### config.mk
export PLATFORM = sky130hd
export DESIGN_NAME = cpu_exec_timing_dual_data_pointer
export DESIGN_NICKNAME = d
export VERILOG_FILES = /design/src/exec_timing_pkg.sv /design/src/cpu_exec_timing_dual_data_pointer.sv
export SDC_FILE = /design/constraint.sdc
export NUM_CORES = 1
export LEC_CHECK = 0
export BUFFER_PORTS_ARGS = -buffer_cell sky130_fd_sc_hd__buf_2
export CAP_MARGIN = 20
export CORE_MARGIN = 4
export CORE_UTILIZATION = 50
export DETAILED_ROUTE_END_ITERATION = 6
export PLACE_DENSITY_LB_ADDON = 0.08
export SETUP_SLACK_MARGIN = 0.1
export SYNTH_ARGS = -nofsm -noshare
export SYNTH_HDL_FRONTEND = slang
export SYNTH_SLANG_ARGS = --single-unit
### constraint.sdc
create_clock -name core_clk -period 5.3 [get_ports core_clk]
set_input_delay 0 -clock core_clk [delete_from_list [all_inputs] [get_ports core_clk]]
set_output_delay 0 -clock core_clk [all_outputs]
set_load 0.05 [all_outputs]
### src/exec_timing_pkg.sv
// constants for the instruction timing core with dual data pointers
// assumes one 20 MHz core clock and a 32-bit Avalon-MM register port
package exec_timing_pkg;
  localparam int CLK_HZ = 20000000;
  localparam int CLKS_PER_ICYC = 4;
  localparam int TIMER_SLOW_DIV = 12;
  localparam int TIMER_FAST_DIV = 4;

  // register indices; byte address is four times the index
  localparam logic [7:0] IDX_PTR0_LO = 8'h82;
  localparam logic [7:0] IDX_PTR0_HI = 8'h83;
  localparam logic [7:0] IDX_PTR1_LO = 8'h84;
  localparam logic [7:0] IDX_PTR1_HI = 8'h85;
  localparam logic [7:0] IDX_SEL = 8'h86;
  localparam logic [7:0] IDX_SPEED = 8'h8e;

  localparam logic [7:0] RST_PTR = 8'h00;
  localparam logic [7:0] RST_SEL = 8'h00;
  localparam logic [7:0] RST_SPEED = 8'h01;

  localparam int SEL_BIT = 0;
  localparam int MD_LSB = 0;
  localparam int MD_MSB = 2;
  localparam int T0M_BIT = 3;
  localparam int XMOVE_BASE_CYC = 2;

  localparam logic [7:0] OP_NOP = 8'h00;
  localparam logic [7:0] OP_NOP_ALT = 8'ha5;
  localparam logic [7:0] OP_PTR_LOAD = 8'h90;
  localparam logic [7:0] OP_CODE_PTR = 8'h93;
  localparam logic [7:0] OP_CODE_PC = 8'h83;
  localparam logic [7:0] OP_XRD16 = 8'he0;
  localparam logic [7:0] OP_XWR16 = 8'hf0;
  localparam logic [7:0] OP_JMP_IND = 8'h73;
  localparam logic [7:0] OP_LONG_CALL = 8'h12;
  localparam logic [7:0] OP_LJMP = 8'h02;
  localparam logic [7:0] OP_RET = 8'h22;
  localparam logic [7:0] OP_INTERRUPT_RETURN = 8'h32;
endpackage

### src/cpu_exec_timing_dual_data_pointer.sv
// instruction timing sequencer, dual data pointers and timer prescale
// assumes a fetch unit presents opcodes with valid/ready on core_clk
`timescale 1ns/1ns
module cpu_exec_timing_dual_data_pointer
  import exec_timing_pkg::*;
(
  input wire logic core_clk,
  input wire logic rst_n,
  input wire logic [9:0] avs_address,
  input wire logic avs_read,
  input wire logic avs_write,
  input wire logic [31:0] avs_writedata,
  input wire logic [3:0] avs_byteenable,
  output logic [31:0] avs_readdata,
  output logic avs_waitrequest,
  input wire logic op_valid,
  input wire logic [7:0] opcode,
  output logic op_ready,
  input wire logic [7:0] acc_value,
  input wire logic [7:0] ri_value,
  input wire logic [7:0] mem_value,
  input wire logic [15:0] pc_value,
  input wire logic [15:0] imm_value,
  input wire logic core_sfr_we,
  input wire logic [7:0] core_sfr_addr,
  input wire logic [7:0] core_sfr_wdata,
  output logic icyc_strobe,
  output logic instr_done,
  output logic [1:0] instr_bytes,
  output logic [3:0] instr_cycles,
  output logic opcode_known,
  output logic xdata_rd,
  output logic xdata_wr,
  output logic [15:0] xdata_addr,
  output logic code_rd,
  output logic [15:0] code_addr,
  output logic [15:0] jump_addr,
  output logic [7:0] nib_acc,
  output logic [7:0] nib_mem,
  output logic pointer_sel,
  output logic [2:0] timer_tick
);
  typedef enum logic [1:0] {st_idle = 2'b01, st_exec = 2'b10} seq_state_t;

  logic [1:0] rst_pipe;
  logic rst_sync_n;
  seq_state_t state;
  logic [1:0] phase;
  logic [3:0] cyc_cnt;
  logic [7:0] cur_op;
  logic [7:0] pointer0_low_byte;
  logic [7:0] pointer0_high_byte;
  logic [7:0] pointer1_low_byte;
  logic [7:0] pointer1_high_byte;
  logic [7:0] speed_control;
  logic [15:0] data_pointer;
  logic [2:0] move_stretch;
  logic [6:0] dec;
  logic accept;
  logic bus_req;
  logic bus_ack;
  logic bus_wr;
  logic [7:0] bus_idx;
  logic [3:0] presc;

  always_ff @(posedge core_clk or negedge rst_n) begin
    if (!rst_n) begin
      rst_pipe <= 2'b00;
    end else begin
      rst_pipe <= {rst_pipe[0], 1'b1};
    end
  end
  assign rst_sync_n = rst_pipe[1];

  function automatic logic is_xmove(input logic [7:0] op);
    is_xmove = (op == OP_XRD16) || (op == OP_XWR16) ||
               (op[7:1] == 7'b1110_001) || (op[7:1] == 7'b1111_001);
  endfunction

  // {known, bytes, cycles}; an unlisted opcode is timed as one byte, one cycle
  function automatic logic [6:0] decode(input logic [7:0] op, input logic [2:0] md);
    logic [3:0] xcyc;
    xcyc = 4'(XMOVE_BASE_CYC) + {1'b0, md};
    decode = {1'b0, 2'd1, 4'd1};
    casez (op)
      8'h00, 8'ha5: decode = {1'b1, 2'd1, 4'd1};
      8'he0, 8'he2, 8'he3, 8'hf0, 8'hf2, 8'hf3:
        decode = {1'b1, 2'd1, xcyc};
      8'h93, 8'h83: decode = {1'b1, 2'd1, 4'd3};
      8'h76, 8'h77: decode = {1'b1, 2'd2, 4'd2};
      8'h90: decode = {1'b1, 2'd3, 4'd3};
      8'hc0, 8'hd0: decode = {1'b1, 2'd2, 4'd2};
      8'b1100_1???, 8'hc6, 8'hc7: decode = {1'b1, 2'd1, 4'd1};
      8'hc5: decode = {1'b1, 2'd2, 4'd2};
      8'hd6, 8'hd7: decode = {1'b1, 2'd1, 4'd1};
      8'b???1_0001: decode = {1'b1, 2'd2, 4'd3};
      8'h12: decode = {1'b1, 2'd3, 4'd4};
      8'h22, 8'h32: decode = {1'b1, 2'd1, 4'd4};
      8'b???0_0001: decode = {1'b1, 2'd2, 4'd3};
      8'h02: decode = {1'b1, 2'd3, 4'd4};
      8'h80: decode = {1'b1, 2'd2, 4'd3};
      8'h40, 8'h50: decode = {1'b1, 2'd2, 4'd3};
      8'h60, 8'h70: decode = {1'b1, 2'd2, 4'd3};
      8'h10, 8'h20, 8'h30: decode = {1'b1, 2'd3, 4'd4};
      8'h73: decode = {1'b1, 2'd1, 4'd3};
      8'b1011_01??, 8'b1011_1???: decode = {1'b1, 2'd3, 4'd4};
      8'b1101_1???: decode = {1'b1, 2'd2, 4'd3};
      8'hd5: decode = {1'b1, 2'd3, 4'd4};
      default: decode = {1'b0, 2'd1, 4'd1};
    endcase
  endfunction

  function automatic logic [7:0] sfr_read(input logic [7:0] idx, input logic [7:0] p0l,
                                          input logic [7:0] p0h, input logic [7:0] p1l,
                                          input logic [7:0] p1h, input logic sel,
                                          input logic [7:0] spd);
    case (idx)
      IDX_PTR0_LO: sfr_read = p0l;
      IDX_PTR0_HI: sfr_read = p0h;
      IDX_PTR1_LO: sfr_read = p1l;
      IDX_PTR1_HI: sfr_read = p1h;
      IDX_SEL: sfr_read = {7'h00, sel};
      IDX_SPEED: sfr_read = spd;
      default: sfr_read = 8'h00;
    endcase
  endfunction

  assign move_stretch = speed_control[MD_MSB:MD_LSB];
  assign dec = decode(opcode, move_stretch);
  assign data_pointer = pointer_sel ? {pointer1_high_byte, pointer1_low_byte}
                                    : {pointer0_high_byte, pointer0_low_byte};

  // avalon slave: one wait state, then the access completes
  assign bus_req = avs_read | avs_write;
  assign avs_waitrequest = bus_req & ~bus_ack;
  assign bus_wr = avs_write & bus_ack & avs_byteenable[0];
  assign bus_idx = avs_address[9:2];

  always_ff @(posedge core_clk or negedge rst_sync_n) begin
    if (!rst_sync_n) begin
      bus_ack <= 1'b0;
      avs_readdata <= 32'h0000_0000;
    end else begin
      bus_ack <= bus_req & ~bus_ack;
      if (avs_read && !bus_ack) begin
        avs_readdata <= {24'h00_0000, sfr_read(bus_idx, pointer0_low_byte,
          pointer0_high_byte, pointer1_low_byte, pointer1_high_byte,
          pointer_sel, speed_control)};
      end
    end
  end

  // sequencer
  assign op_ready = (state == st_idle);
  assign accept = op_ready & op_valid;
  assign icyc_strobe = (state == st_exec) && (phase == 2'd3);
  assign instr_done = icyc_strobe && (cyc_cnt == instr_cycles);

  always_ff @(posedge core_clk or negedge rst_sync_n) begin
    if (!rst_sync_n) begin
      state <= st_idle;
      phase <= 2'd0;
      cyc_cnt <= 4'd0;
    end else begin
      case (state)
        st_idle: begin
          if (op_valid) begin
            state <= st_exec;
            phase <= 2'd0;
            cyc_cnt <= 4'd1;
          end
        end
        st_exec: begin
          phase <= phase + 2'd1;
          if (phase == 2'd3) begin
            if (cyc_cnt == instr_cycles) begin
              state <= st_idle;
            end else begin
              cyc_cnt <= cyc_cnt + 4'd1;
            end
          end
        end
        default: state <= st_idle;
      endcase
    end
  end

  // operands captured at accept so they stand for the whole instruction
  always_ff @(posedge core_clk or negedge rst_sync_n) begin
    if (!rst_sync_n) begin
      cur_op <= OP_NOP;
      instr_bytes <= 2'd0;
      instr_cycles <= 4'd0;
      opcode_known <= 1'b0;
      xdata_addr <= 16'h0000;
      code_addr <= 16'h0000;
      jump_addr <= 16'h0000;
      nib_acc <= 8'h00;
      nib_mem <= 8'h00;
    end else if (accept) begin
      cur_op <= opcode;
      {opcode_known, instr_bytes, instr_cycles} <= dec;
      if (opcode == OP_XRD16 || opcode == OP_XWR16) begin
        xdata_addr <= data_pointer;
      end else begin
        xdata_addr <= {8'h00, ri_value};
      end
      if (opcode == OP_CODE_PC) begin
        code_addr <= pc_value + {8'h00, acc_value};
      end else begin
        code_addr <= data_pointer + {8'h00, acc_value};
      end
      jump_addr <= data_pointer + {8'h00, acc_value};
      nib_acc <= {acc_value[7:4], mem_value[3:0]};
      nib_mem <= {mem_value[7:4], acc_value[3:0]};
    end
  end

  // strobes held for the whole instruction, dropped after its last clock
  always_ff @(posedge core_clk or negedge rst_sync_n) begin
    if (!rst_sync_n) begin
      xdata_rd <= 1'b0;
      xdata_wr <= 1'b0;
      code_rd <= 1'b0;
    end else if (accept) begin
      xdata_rd <= is_xmove(opcode) & ~opcode[4];
      xdata_wr <= is_xmove(opcode) & opcode[4];
      code_rd <= (opcode == OP_CODE_PTR) || (opcode == OP_CODE_PC);
    end else if (instr_done) begin
      xdata_rd <= 1'b0;
      xdata_wr <= 1'b0;
      code_rd <= 1'b0;
    end
  end

  // pointer file; bus write wins over a core write in the same cycle
  always_ff @(posedge core_clk or negedge rst_sync_n) begin
    if (!rst_sync_n) begin
      pointer0_low_byte <= RST_PTR;
      pointer0_high_byte <= RST_PTR;
      pointer1_low_byte <= RST_PTR;
      pointer1_high_byte <= RST_PTR;
    end else if (bus_wr) begin
      if (bus_idx == IDX_PTR0_LO) pointer0_low_byte <= avs_writedata[7:0];
      if (bus_idx == IDX_PTR0_HI) pointer0_high_byte <= avs_writedata[7:0];
      if (bus_idx == IDX_PTR1_LO) pointer1_low_byte <= avs_writedata[7:0];
      if (bus_idx == IDX_PTR1_HI) pointer1_high_byte <= avs_writedata[7:0];
    end else if (core_sfr_we) begin
      if (core_sfr_addr == IDX_PTR0_LO) pointer0_low_byte <= core_sfr_wdata;
      if (core_sfr_addr == IDX_PTR0_HI) pointer0_high_byte <= core_sfr_wdata;
      if (core_sfr_addr == IDX_PTR1_LO) pointer1_low_byte <= core_sfr_wdata;
      if (core_sfr_addr == IDX_PTR1_HI) pointer1_high_byte <= core_sfr_wdata;
    end else if (instr_done && cur_op == OP_PTR_LOAD) begin
      if (pointer_sel) begin
        {pointer1_high_byte, pointer1_low_byte} <= imm_value;
      end else begin
        {pointer0_high_byte, pointer0_low_byte} <= imm_value;
      end
    end
  end

  // only bit 0 is kept, so an increment of the select register toggles it
  always_ff @(posedge core_clk or negedge rst_sync_n) begin
    if (!rst_sync_n) begin
      pointer_sel <= RST_SEL[SEL_BIT];
    end else if (bus_wr && bus_idx == IDX_SEL) begin
      pointer_sel <= avs_writedata[SEL_BIT];
    end else if (core_sfr_we && core_sfr_addr == IDX_SEL) begin
      pointer_sel <= core_sfr_wdata[SEL_BIT];
    end
  end

  always_ff @(posedge core_clk or negedge rst_sync_n) begin
    if (!rst_sync_n) begin
      speed_control <= RST_SPEED;
    end else if (bus_wr && bus_idx == IDX_SPEED) begin
      speed_control <= avs_writedata[7:0];
    end else if (core_sfr_we && core_sfr_addr == IDX_SPEED) begin
      speed_control <= core_sfr_wdata;
    end
  end

  // one shared divide-by-twelve; every third of it gives the fast rate
  always_ff @(posedge core_clk or negedge rst_sync_n) begin
    if (!rst_sync_n) begin
      presc <= 4'd0;
    end else if (presc == 4'(TIMER_SLOW_DIV - 1)) begin
      presc <= 4'd0;
    end else begin
      presc <= presc + 4'd1;
    end
  end

  generate
    for (genvar t = 0; t < 3; t++) begin : g_timer
      always_ff @(posedge core_clk or negedge rst_sync_n) begin
        if (!rst_sync_n) begin
          timer_tick[t] <= 1'b0;
        end else if (speed_control[T0M_BIT + t]) begin
          timer_tick[t] <= (presc[1:0] == 2'(TIMER_FAST_DIV - 1));
        end else begin
          timer_tick[t] <= (presc == 4'(TIMER_SLOW_DIV - 1));
        end
      end
    end
  endgenerate

  // checks
  logic [5:0] exec_clks;
  always_ff @(posedge core_clk or negedge rst_sync_n) begin
    if (!rst_sync_n) begin
      exec_clks <= 6'd0;
    end else if (accept) begin
      exec_clks <= 6'd0;
    end else if (state == st_exec) begin
      exec_clks <= exec_clks + 6'd1;
    end
  end
endmodule

* Yosys cells after proc, flatten, opt, wreduce, memory -nomap -nowiden
Cells that the tools add are included.
** Cells by class
- $add $sub $neg :: 6
- Eq/ne operators :: 73
- Mux-type cells :: 51
- Bitwise logic cells :: 9
- Reduce and logical (&&, ||, !) cells :: 34
** Operators with widths (count)
- 8-bit equality test, second input constant :: 32
- 8-bit 2-to-1 mux :: 26
- 8-bit by 7-bit equality test with 1-bit output, second input constant :: 7
- 7-bit one-hot mux with 8 select lines :: 1
- 16-bit 2-to-1 mux :: 3
- 8-bit one-hot mux with 6 select lines :: 1
- 16-bit by 8-bit adder with 16-bit output :: 2
- 8-bit by 6-bit equality test with 1-bit output, second input constant :: 4
- 5-bit equality test, second input constant :: 4
- 4-bit AND reduction :: 5
- 8-bit by 5-bit equality test with 1-bit output, second input constant :: 2
- 4-bit 2-to-1 mux :: 4
- 8-bit OR reduction :: 2
- 7-bit equality test, second input constant :: 2
- 3-bit by 1-bit inequality test with 1-bit output, second input constant :: 4
- 1-bit 2-to-1 mux :: 9
- 4-bit by 1-bit adder with 4-bit output, second input constant :: 2
- 8-bit by 2-bit equality test with 1-bit output, second input constant :: 1
- 1-bit logical AND :: 8
- 8-bit logical NOT :: 1
- 2-bit 2-to-1 mux :: 4
- 2-bit by 1-bit inequality test with 1-bit output, second input constant :: 4
- 2-bit inequality test, second input constant :: 4
- 2-bit one-hot mux with 2 select lines :: 2
- other kinds (24) :: 39
** Storage, ports and cells
- Register bits after elaboration :: 149
- Input bits :: 132
- Output and inout bits :: 114
- Word-level logic and storage cells :: 201

* Depth between registers and ports, before layout
- Depth after elaboration :: 7
- Mapped depth :: 13
- Depth with buffers taken out :: 10

* Least setup slack after synthesis
No wires, ideal clock.
- Path kind :: flip-flop to flip-flop
- From :: register pointer_sel
- To :: register code_addr[14]
- Library setup time :: 0.131 ns
- Arrival :: 3.465 ns
- Required time :: 5.169 ns
- Path slack :: 1.704 ns
- Stages on the path, launching flop included :: 14
- Clock period less this slack :: 3.596 ns
- Cell sequence :: dfrtp_1 -> clkbuf_1 -> buf_2 -> buf_2 -> mux2_2 -> ha_1 -> inv_1 -> fa_1 -> nand2b_1 -> a21oi_1 -> o211ai_1 -> or4_1 -> a32oi_1 -> o21ai_0
** On the way
- Word-level cells in the longest chain between the ends :: 3
** Ends and longest elaborated chain
- start: declaration :: RTL line cpu_exec_timing_dual_data_pointer.sv:40 : output logic pointer_sel,
- start signal: assignment :: RTL line cpu_exec_timing_dual_data_pointer.sv:265 : pointer_sel <= RST_SEL[SEL_BIT];
- start signal: assignment :: RTL line cpu_exec_timing_dual_data_pointer.sv:267 : pointer_sel <= avs_writedata[SEL_BIT];
- start signal: assignment :: RTL line cpu_exec_timing_dual_data_pointer.sv:269 : pointer_sel <= core_sfr_wdata[SEL_BIT];
- 16-bit 2-to-1 mux :: RTL line cpu_exec_timing_dual_data_pointer.sv:130 : assign data_pointer = pointer_sel ? {pointer1_high_byte, pointer1_low_byte}
- 16-bit by 8-bit adder with 16-bit output :: RTL line cpu_exec_timing_dual_data_pointer.sv:211 : code_addr <= data_pointer + {8'h00, acc_value};
- 16-bit 2-to-1 mux :: RTL line cpu_exec_timing_dual_data_pointer.sv:208 : if (opcode == OP_CODE_PC) begin
- end signal: assignment :: RTL line cpu_exec_timing_dual_data_pointer.sv:209 : code_addr <= pc_value + {8'h00, acc_value};
- end signal: assignment :: RTL line cpu_exec_timing_dual_data_pointer.sv:211
- end: declaration :: RTL line cpu_exec_timing_dual_data_pointer.sv:36 : output logic [15:0] code_addr,
No other way between the ends.
A chain may end at the register's enable or synchronous reset.

* Worst setup path after layout
Ends and elaborated chain as after synthesis.

==> flow_results.xml <==
<?xml version="1.0" encoding="UTF-8"?>
<metrics>
  <group name="worst_setup_path">
    <metric name="critPathLaunch" unit="">pointer_sel</metric>
    <metric name="critical_path_class" unit="">flop to flop</metric>
    <metric name="end_of_the_worst_register_to_register_path" unit="">code_addr[14]</metric>
    <metric name="critPathArrivalTime" unit="ps">3790</metric>
    <metric name="regToRegStartpoint" unit="">pointer_sel</metric>
    <metric name="crit_slowest_cell" unit="">dfrtp_1</metric>
    <metric name="cp_common_cell" unit="">o211ai_1</metric>
    <metric name="ff2ff_setup_slack" unit="ps">1810</metric>
    <metric name="critPathMaxStageDelay" unit="ps">800</metric>
    <metric name="timing.critical_path.cells" unit="">buf_4 &gt; mux2_2 &gt; ha_1 &gt; o211ai_1 &gt; a21oi_1 &gt; o211ai_1 &gt; or4_1 &gt; a32oi_1 &gt; o21ai_0</metric>
    <metric name="crit_path_end_kind" unit="">flop</metric>
    <metric name="timing.reg2reg.worst_path_depth" unit="">9</metric>
    <metric name="setup.worst_path.start_class" unit="">flop</metric>
    <metric name="crit_end" unit="">code_addr[14]</metric>
    <metric name="worst-path-max-fanout" unit="">16</metric>
    <metric name="required" unit="ps">5600</metric>
  </group>
  <group name="clock_tree">
    <metric name="clock_latency" unit="ps">430</metric>
    <metric name="cts.reportedPaths.clkPinSlew" unit="ps">60</metric>
    <metric name="clockBufferDepth" unit="">2</metric>
    <metric name="numCtsBuffers" unit="">17</metric>
    <metric name="tritoncts" unit="">yes</metric>
    <metric name="clk_root_buffer_cell" unit="">clkbuf_16</metric>
    <metric name="cts_repair_resize_count" unit="">0</metric>
    <metric name="cts.sink_count" unit="">149</metric>
    <metric name="cts_max_level" unit="">4</metric>
  </group>
  <group name="cells_and_area">
    <metric name="antenna_diode_count" unit="">0</metric>
    <metric name="num-fill-cells" unit="">1428</metric>
    <metric name="drive_gt1_share" unit="%">23.3</metric>
    <metric name="nets" unit="">1326</metric>
    <metric name="layout.cells.most_common_list" unit="">buf_2 (192), nand2_1 (184), dfrtp_1 (146)</metric>
    <metric name="final_common_cell" unit="">buf_2</metric>
    <metric name="synthToLayoutAreaGrowth" unit="%">27.0</metric>
    <metric name="multi_input_area" unit="sq um">4450</metric>
    <metric name="ff_latch_area" unit="sq um">3730</metric>
  </group>
  <group name="placed_design">
    <metric name="pre_cts_slack" unit="ps">1850</metric>
    <metric name="gp_routability_congestion" unit="">0.894</metric>
    <metric name="io_buffers" unit="">192</metric>
    <metric name="dp_hpwl" unit="um">17600</metric>
  </group>
  <group name="global_routing">
    <metric name="grt_remaining_overflow" unit="">0</metric>
    <metric name="number_of_global_route_vias_before_repair" unit="">7420</metric>
    <metric name="grt_antenna_before_repair" unit="">0</metric>
    <metric name="maximum_number_of_pins_on_one_net_before_global_route_repair" unit="">69</metric>
    <metric name="grt.total_usage" unit="%">25.1</metric>
    <metric name="global_route_wire_length_before_repair" unit="um">39100</metric>
  </group>
  <group name="timing">
    <metric name="worst_pin_slew" unit="ps">1060</metric>
    <metric name="rsz0062_at_grt" unit="">no</metric>
    <metric name="max_freq" unit="GHz">0.286</metric>
    <metric name="slew_headroom" unit="%">28.9</metric>
    <metric name="layout_setup_ws" unit="ps">1810</metric>
    <metric name="final-setup-viol-count" unit="">0</metric>
    <metric name="period_share" unit="%">65.9</metric>
    <metric name="fin_tns_setup" unit="ps">0</metric>
    <metric name="timing.final.max_slew_violations" unit="">0</metric>
    <metric name="worst_clock_skew" unit="ps">10.1</metric>
    <metric name="report.final.hold_viol_count" unit="">0</metric>
    <metric name="period_minus_slack" unit="ps">3490</metric>
  </group>
  <group name="synthesis">
    <metric name="synthArstFlopShare" unit="%">100</metric>
    <metric name="seq_area_frac_synth" unit="%">43.7</metric>
    <metric name="ys_ff_latch" unit="">149</metric>
    <metric name="synth_ff_type" unit="">dfrtp_1</metric>
    <metric name="netlist-cell-type-count" unit="">72</metric>
    <metric name="postSynthCellCount" unit="">925</metric>
    <metric name="synth_area" unit="sq um">8530</metric>
    <metric name="post_synth.cell_area_avg" unit="sq um">9.22</metric>
    <metric name="number_of_synthesized_flops_with_an_enable_pin" unit="">0</metric>
    <metric name="yosysWarningCount" unit="">0</metric>
  </group>
  <group name="hold_path">
    <metric name="min-delay-path-class" unit="">primary input to flop</metric>
  </group>
  <group name="detailed_routing">
    <metric name="vias" unit="">7652</metric>
    <metric name="via_per_inst" unit="">5.45</metric>
    <metric name="drt-pass1-iter-count" unit="">5</metric>
    <metric name="drc" unit="">0</metric>
    <metric name="route.final.wire_length" unit="um">24300</metric>
    <metric name="final_antenna_net_count" unit="">0</metric>
    <metric name="routedWlPerCell" unit="um">17.3</metric>
    <metric name="first_iter_violations" unit="">567</metric>
  </group>
  <group name="power_and_ir_drop">
    <metric name="power_leakage" unit="nW">5.21</metric>
    <metric name="irDropWorstVdd" unit="V">0.000315</metric>
    <metric name="powerDensity" unit="nW/um^2">473</metric>
  </group>
  <group name="die">
    <metric name="die_height" unit="um">139</metric>
    <metric name="core_area" unit="sq um">16600</metric>
    <metric name="ios" unit="">246</metric>
    <metric name="die_width" unit="um">139</metric>
    <metric name="initial_utilization" unit="%">51.2</metric>
    <metric name="std_cell_rows" unit="">47</metric>
    <metric name="fp.dieArea" unit="sq um">19200</metric>
  </group>
  <group name="job">
    <metric name="maxCapViolations" unit="">0</metric>
  </group>
  <group name="outcome">
    <metric name="run_status" unit="">finished clean</metric>
  </group>
</metrics>
## per-layer routing
layer / vias to the layer above / part of all wire (%) / track usage (%)
li1: 3746 / - / -
met1: 3632 / 46 / 35.1
met2: 241 / 47 / 40.0
met3: 33 / 4.8 / 4.38
met4: 0 / 2.0 / 7.90
met5: - / 0 / 0
## worst max-delay path: cells and delay by family, from the launching register on
kind	cells	cell delay, ps
AO/OA/AOI/OAI	5	890
adder cells (fa/ha/maj)	1	370
buffers and inverters	1	350
flip-flops	1	800
multiplexers	1	420
AND/OR/NAND/NOR	1	530
## timing repair
| item | in CTS | in global routing |
|---|---|---|
| endpoints found under the hold margin | 84 | 0 |
| hold buffers | 74 | 0 |
| setup buffers | 0 | 0 |
## Yosys cell counts, drive strengths merged (5+ instances only)
library cell | number | area share (%)
nand3 | 17 | 1.0
or3 | 6 | 0.44
and2 | 5 | 0.37
o31ai | 10 | 0.88
clkbuf | 23 | 1.0
a221o | 9 | 1.1
nand2 | 185 | 8.1
a31oi | 34 | 3.0
nor3 | 14 | 1.1
and3 | 16 | 1.2
a21oi | 50 | 2.9
xor2 | 12 | 1.2
o21a | 5 | 0.44
o21ai | 48 | 2.8
mux2i | 31 | 3.6
buf | 43 | 3.5
nor2 | 76 | 3.3
inv | 17 | 0.75
xnor2 | 17 | 1.7
dfrtp | 147 | 43
a211oi | 7 | 0.62
a22o | 9 | 0.92
mux2 | 23 | 3.0
nor2b | 10 | 0.73
a22oi | 5 | 0.44
a21o | 6 | 0.53
nand2b | 8 | 0.59
ha | 20 | 2.9
## where the power goes
part | leakage (nW) | total (mW) | internal, mW | switching, mW
Combinational | 3.11 | 2.22 | 0.596 | 1.62
Clock | 0.265 | 1.18 | 0.685 | 0.491
Sequential | 1.84 | 1.73 | 1.49 | 0.240
Total | 5.21 | 5.12 | 2.77 | 2.36
## sequential cells by signal, summed over array words and instances, names as in the netlist, 3 cells and up
| signal | flops |
|---|---|
| avs_readdata | 8 |
| code_addr | 16 |
| cur_op | 8 |
| cyc_cnt | 4 |
| instr_cycles | 4 |
| jump_addr | 16 |
| nib_acc | 8 |
| nib_mem | 8 |
| pointer0_high_byte | 8 |
| pointer0_low_byte | 8 |
| pointer1_high_byte | 8 |
| pointer1_low_byte | 8 |
| presc | 4 |
| speed_control | 8 |
| timer_tick | 3 |
| xdata_addr | 16 |
## worst min path at each step
stage | depth (start not counted) | start | endpoint | slack, ps
finish | 4 | op_valid | phase[0] | 20
global route | 4 | pc_value[0] | code_addr[0] | 50
CTS | 4 | pc_value[12] | code_addr[12] | 7
detailed placement | 1 | rst_n | rst_pipe[0] | -210
global placement | 1 | rst_n | rst_pipe[0] | -210
floorplan | 0 | rst_n | rst_pipe[0] | -300
## logic make-up after synthesis
| family | after synthesis | synth area share, % |
|---|---|---|
| DFF | 149 | 43.8 |
| buffers and inverters | 83 | 5.22 |
| adders and majority gates | 22 | 3.40 |
| muxes | 54 | 6.68 |
| and+or+nand+nor | 371 | 20.6 |
| AOI/OAI and AO/OA | 215 | 17.2 |
| xor gates and xnor gates | 29 | 2.98 |
| other | 2 | 0.0881 |
## through the flow
stage	util, %	cells	area, sq um	power (mW)	hold slack, ps
after floorplan	-	948	8610	3.37	-296
after global placement	57.2	1299	9520	3.89	-213
after detailed placement	57.2	1299	9520	3.92	-214
after CTS	65.1	1405	10800	5.14	7.24
after global routing	65.1	1405	10800	5.41	48.0
final	65.1	1405	10800	5.12	23.8
## layout make-up
type,instances,share of cell area [%]
Clock buffer,22,4.38
Clock inverter,10,0.912
Inverter,17,0.589
Multi-Input combinational cell,716,41.0
Sequential cell,149,34.5
Tap cell,220,2.54
Timing Repair Buffer,271,16.1
(Power assumes the default switching activity.)
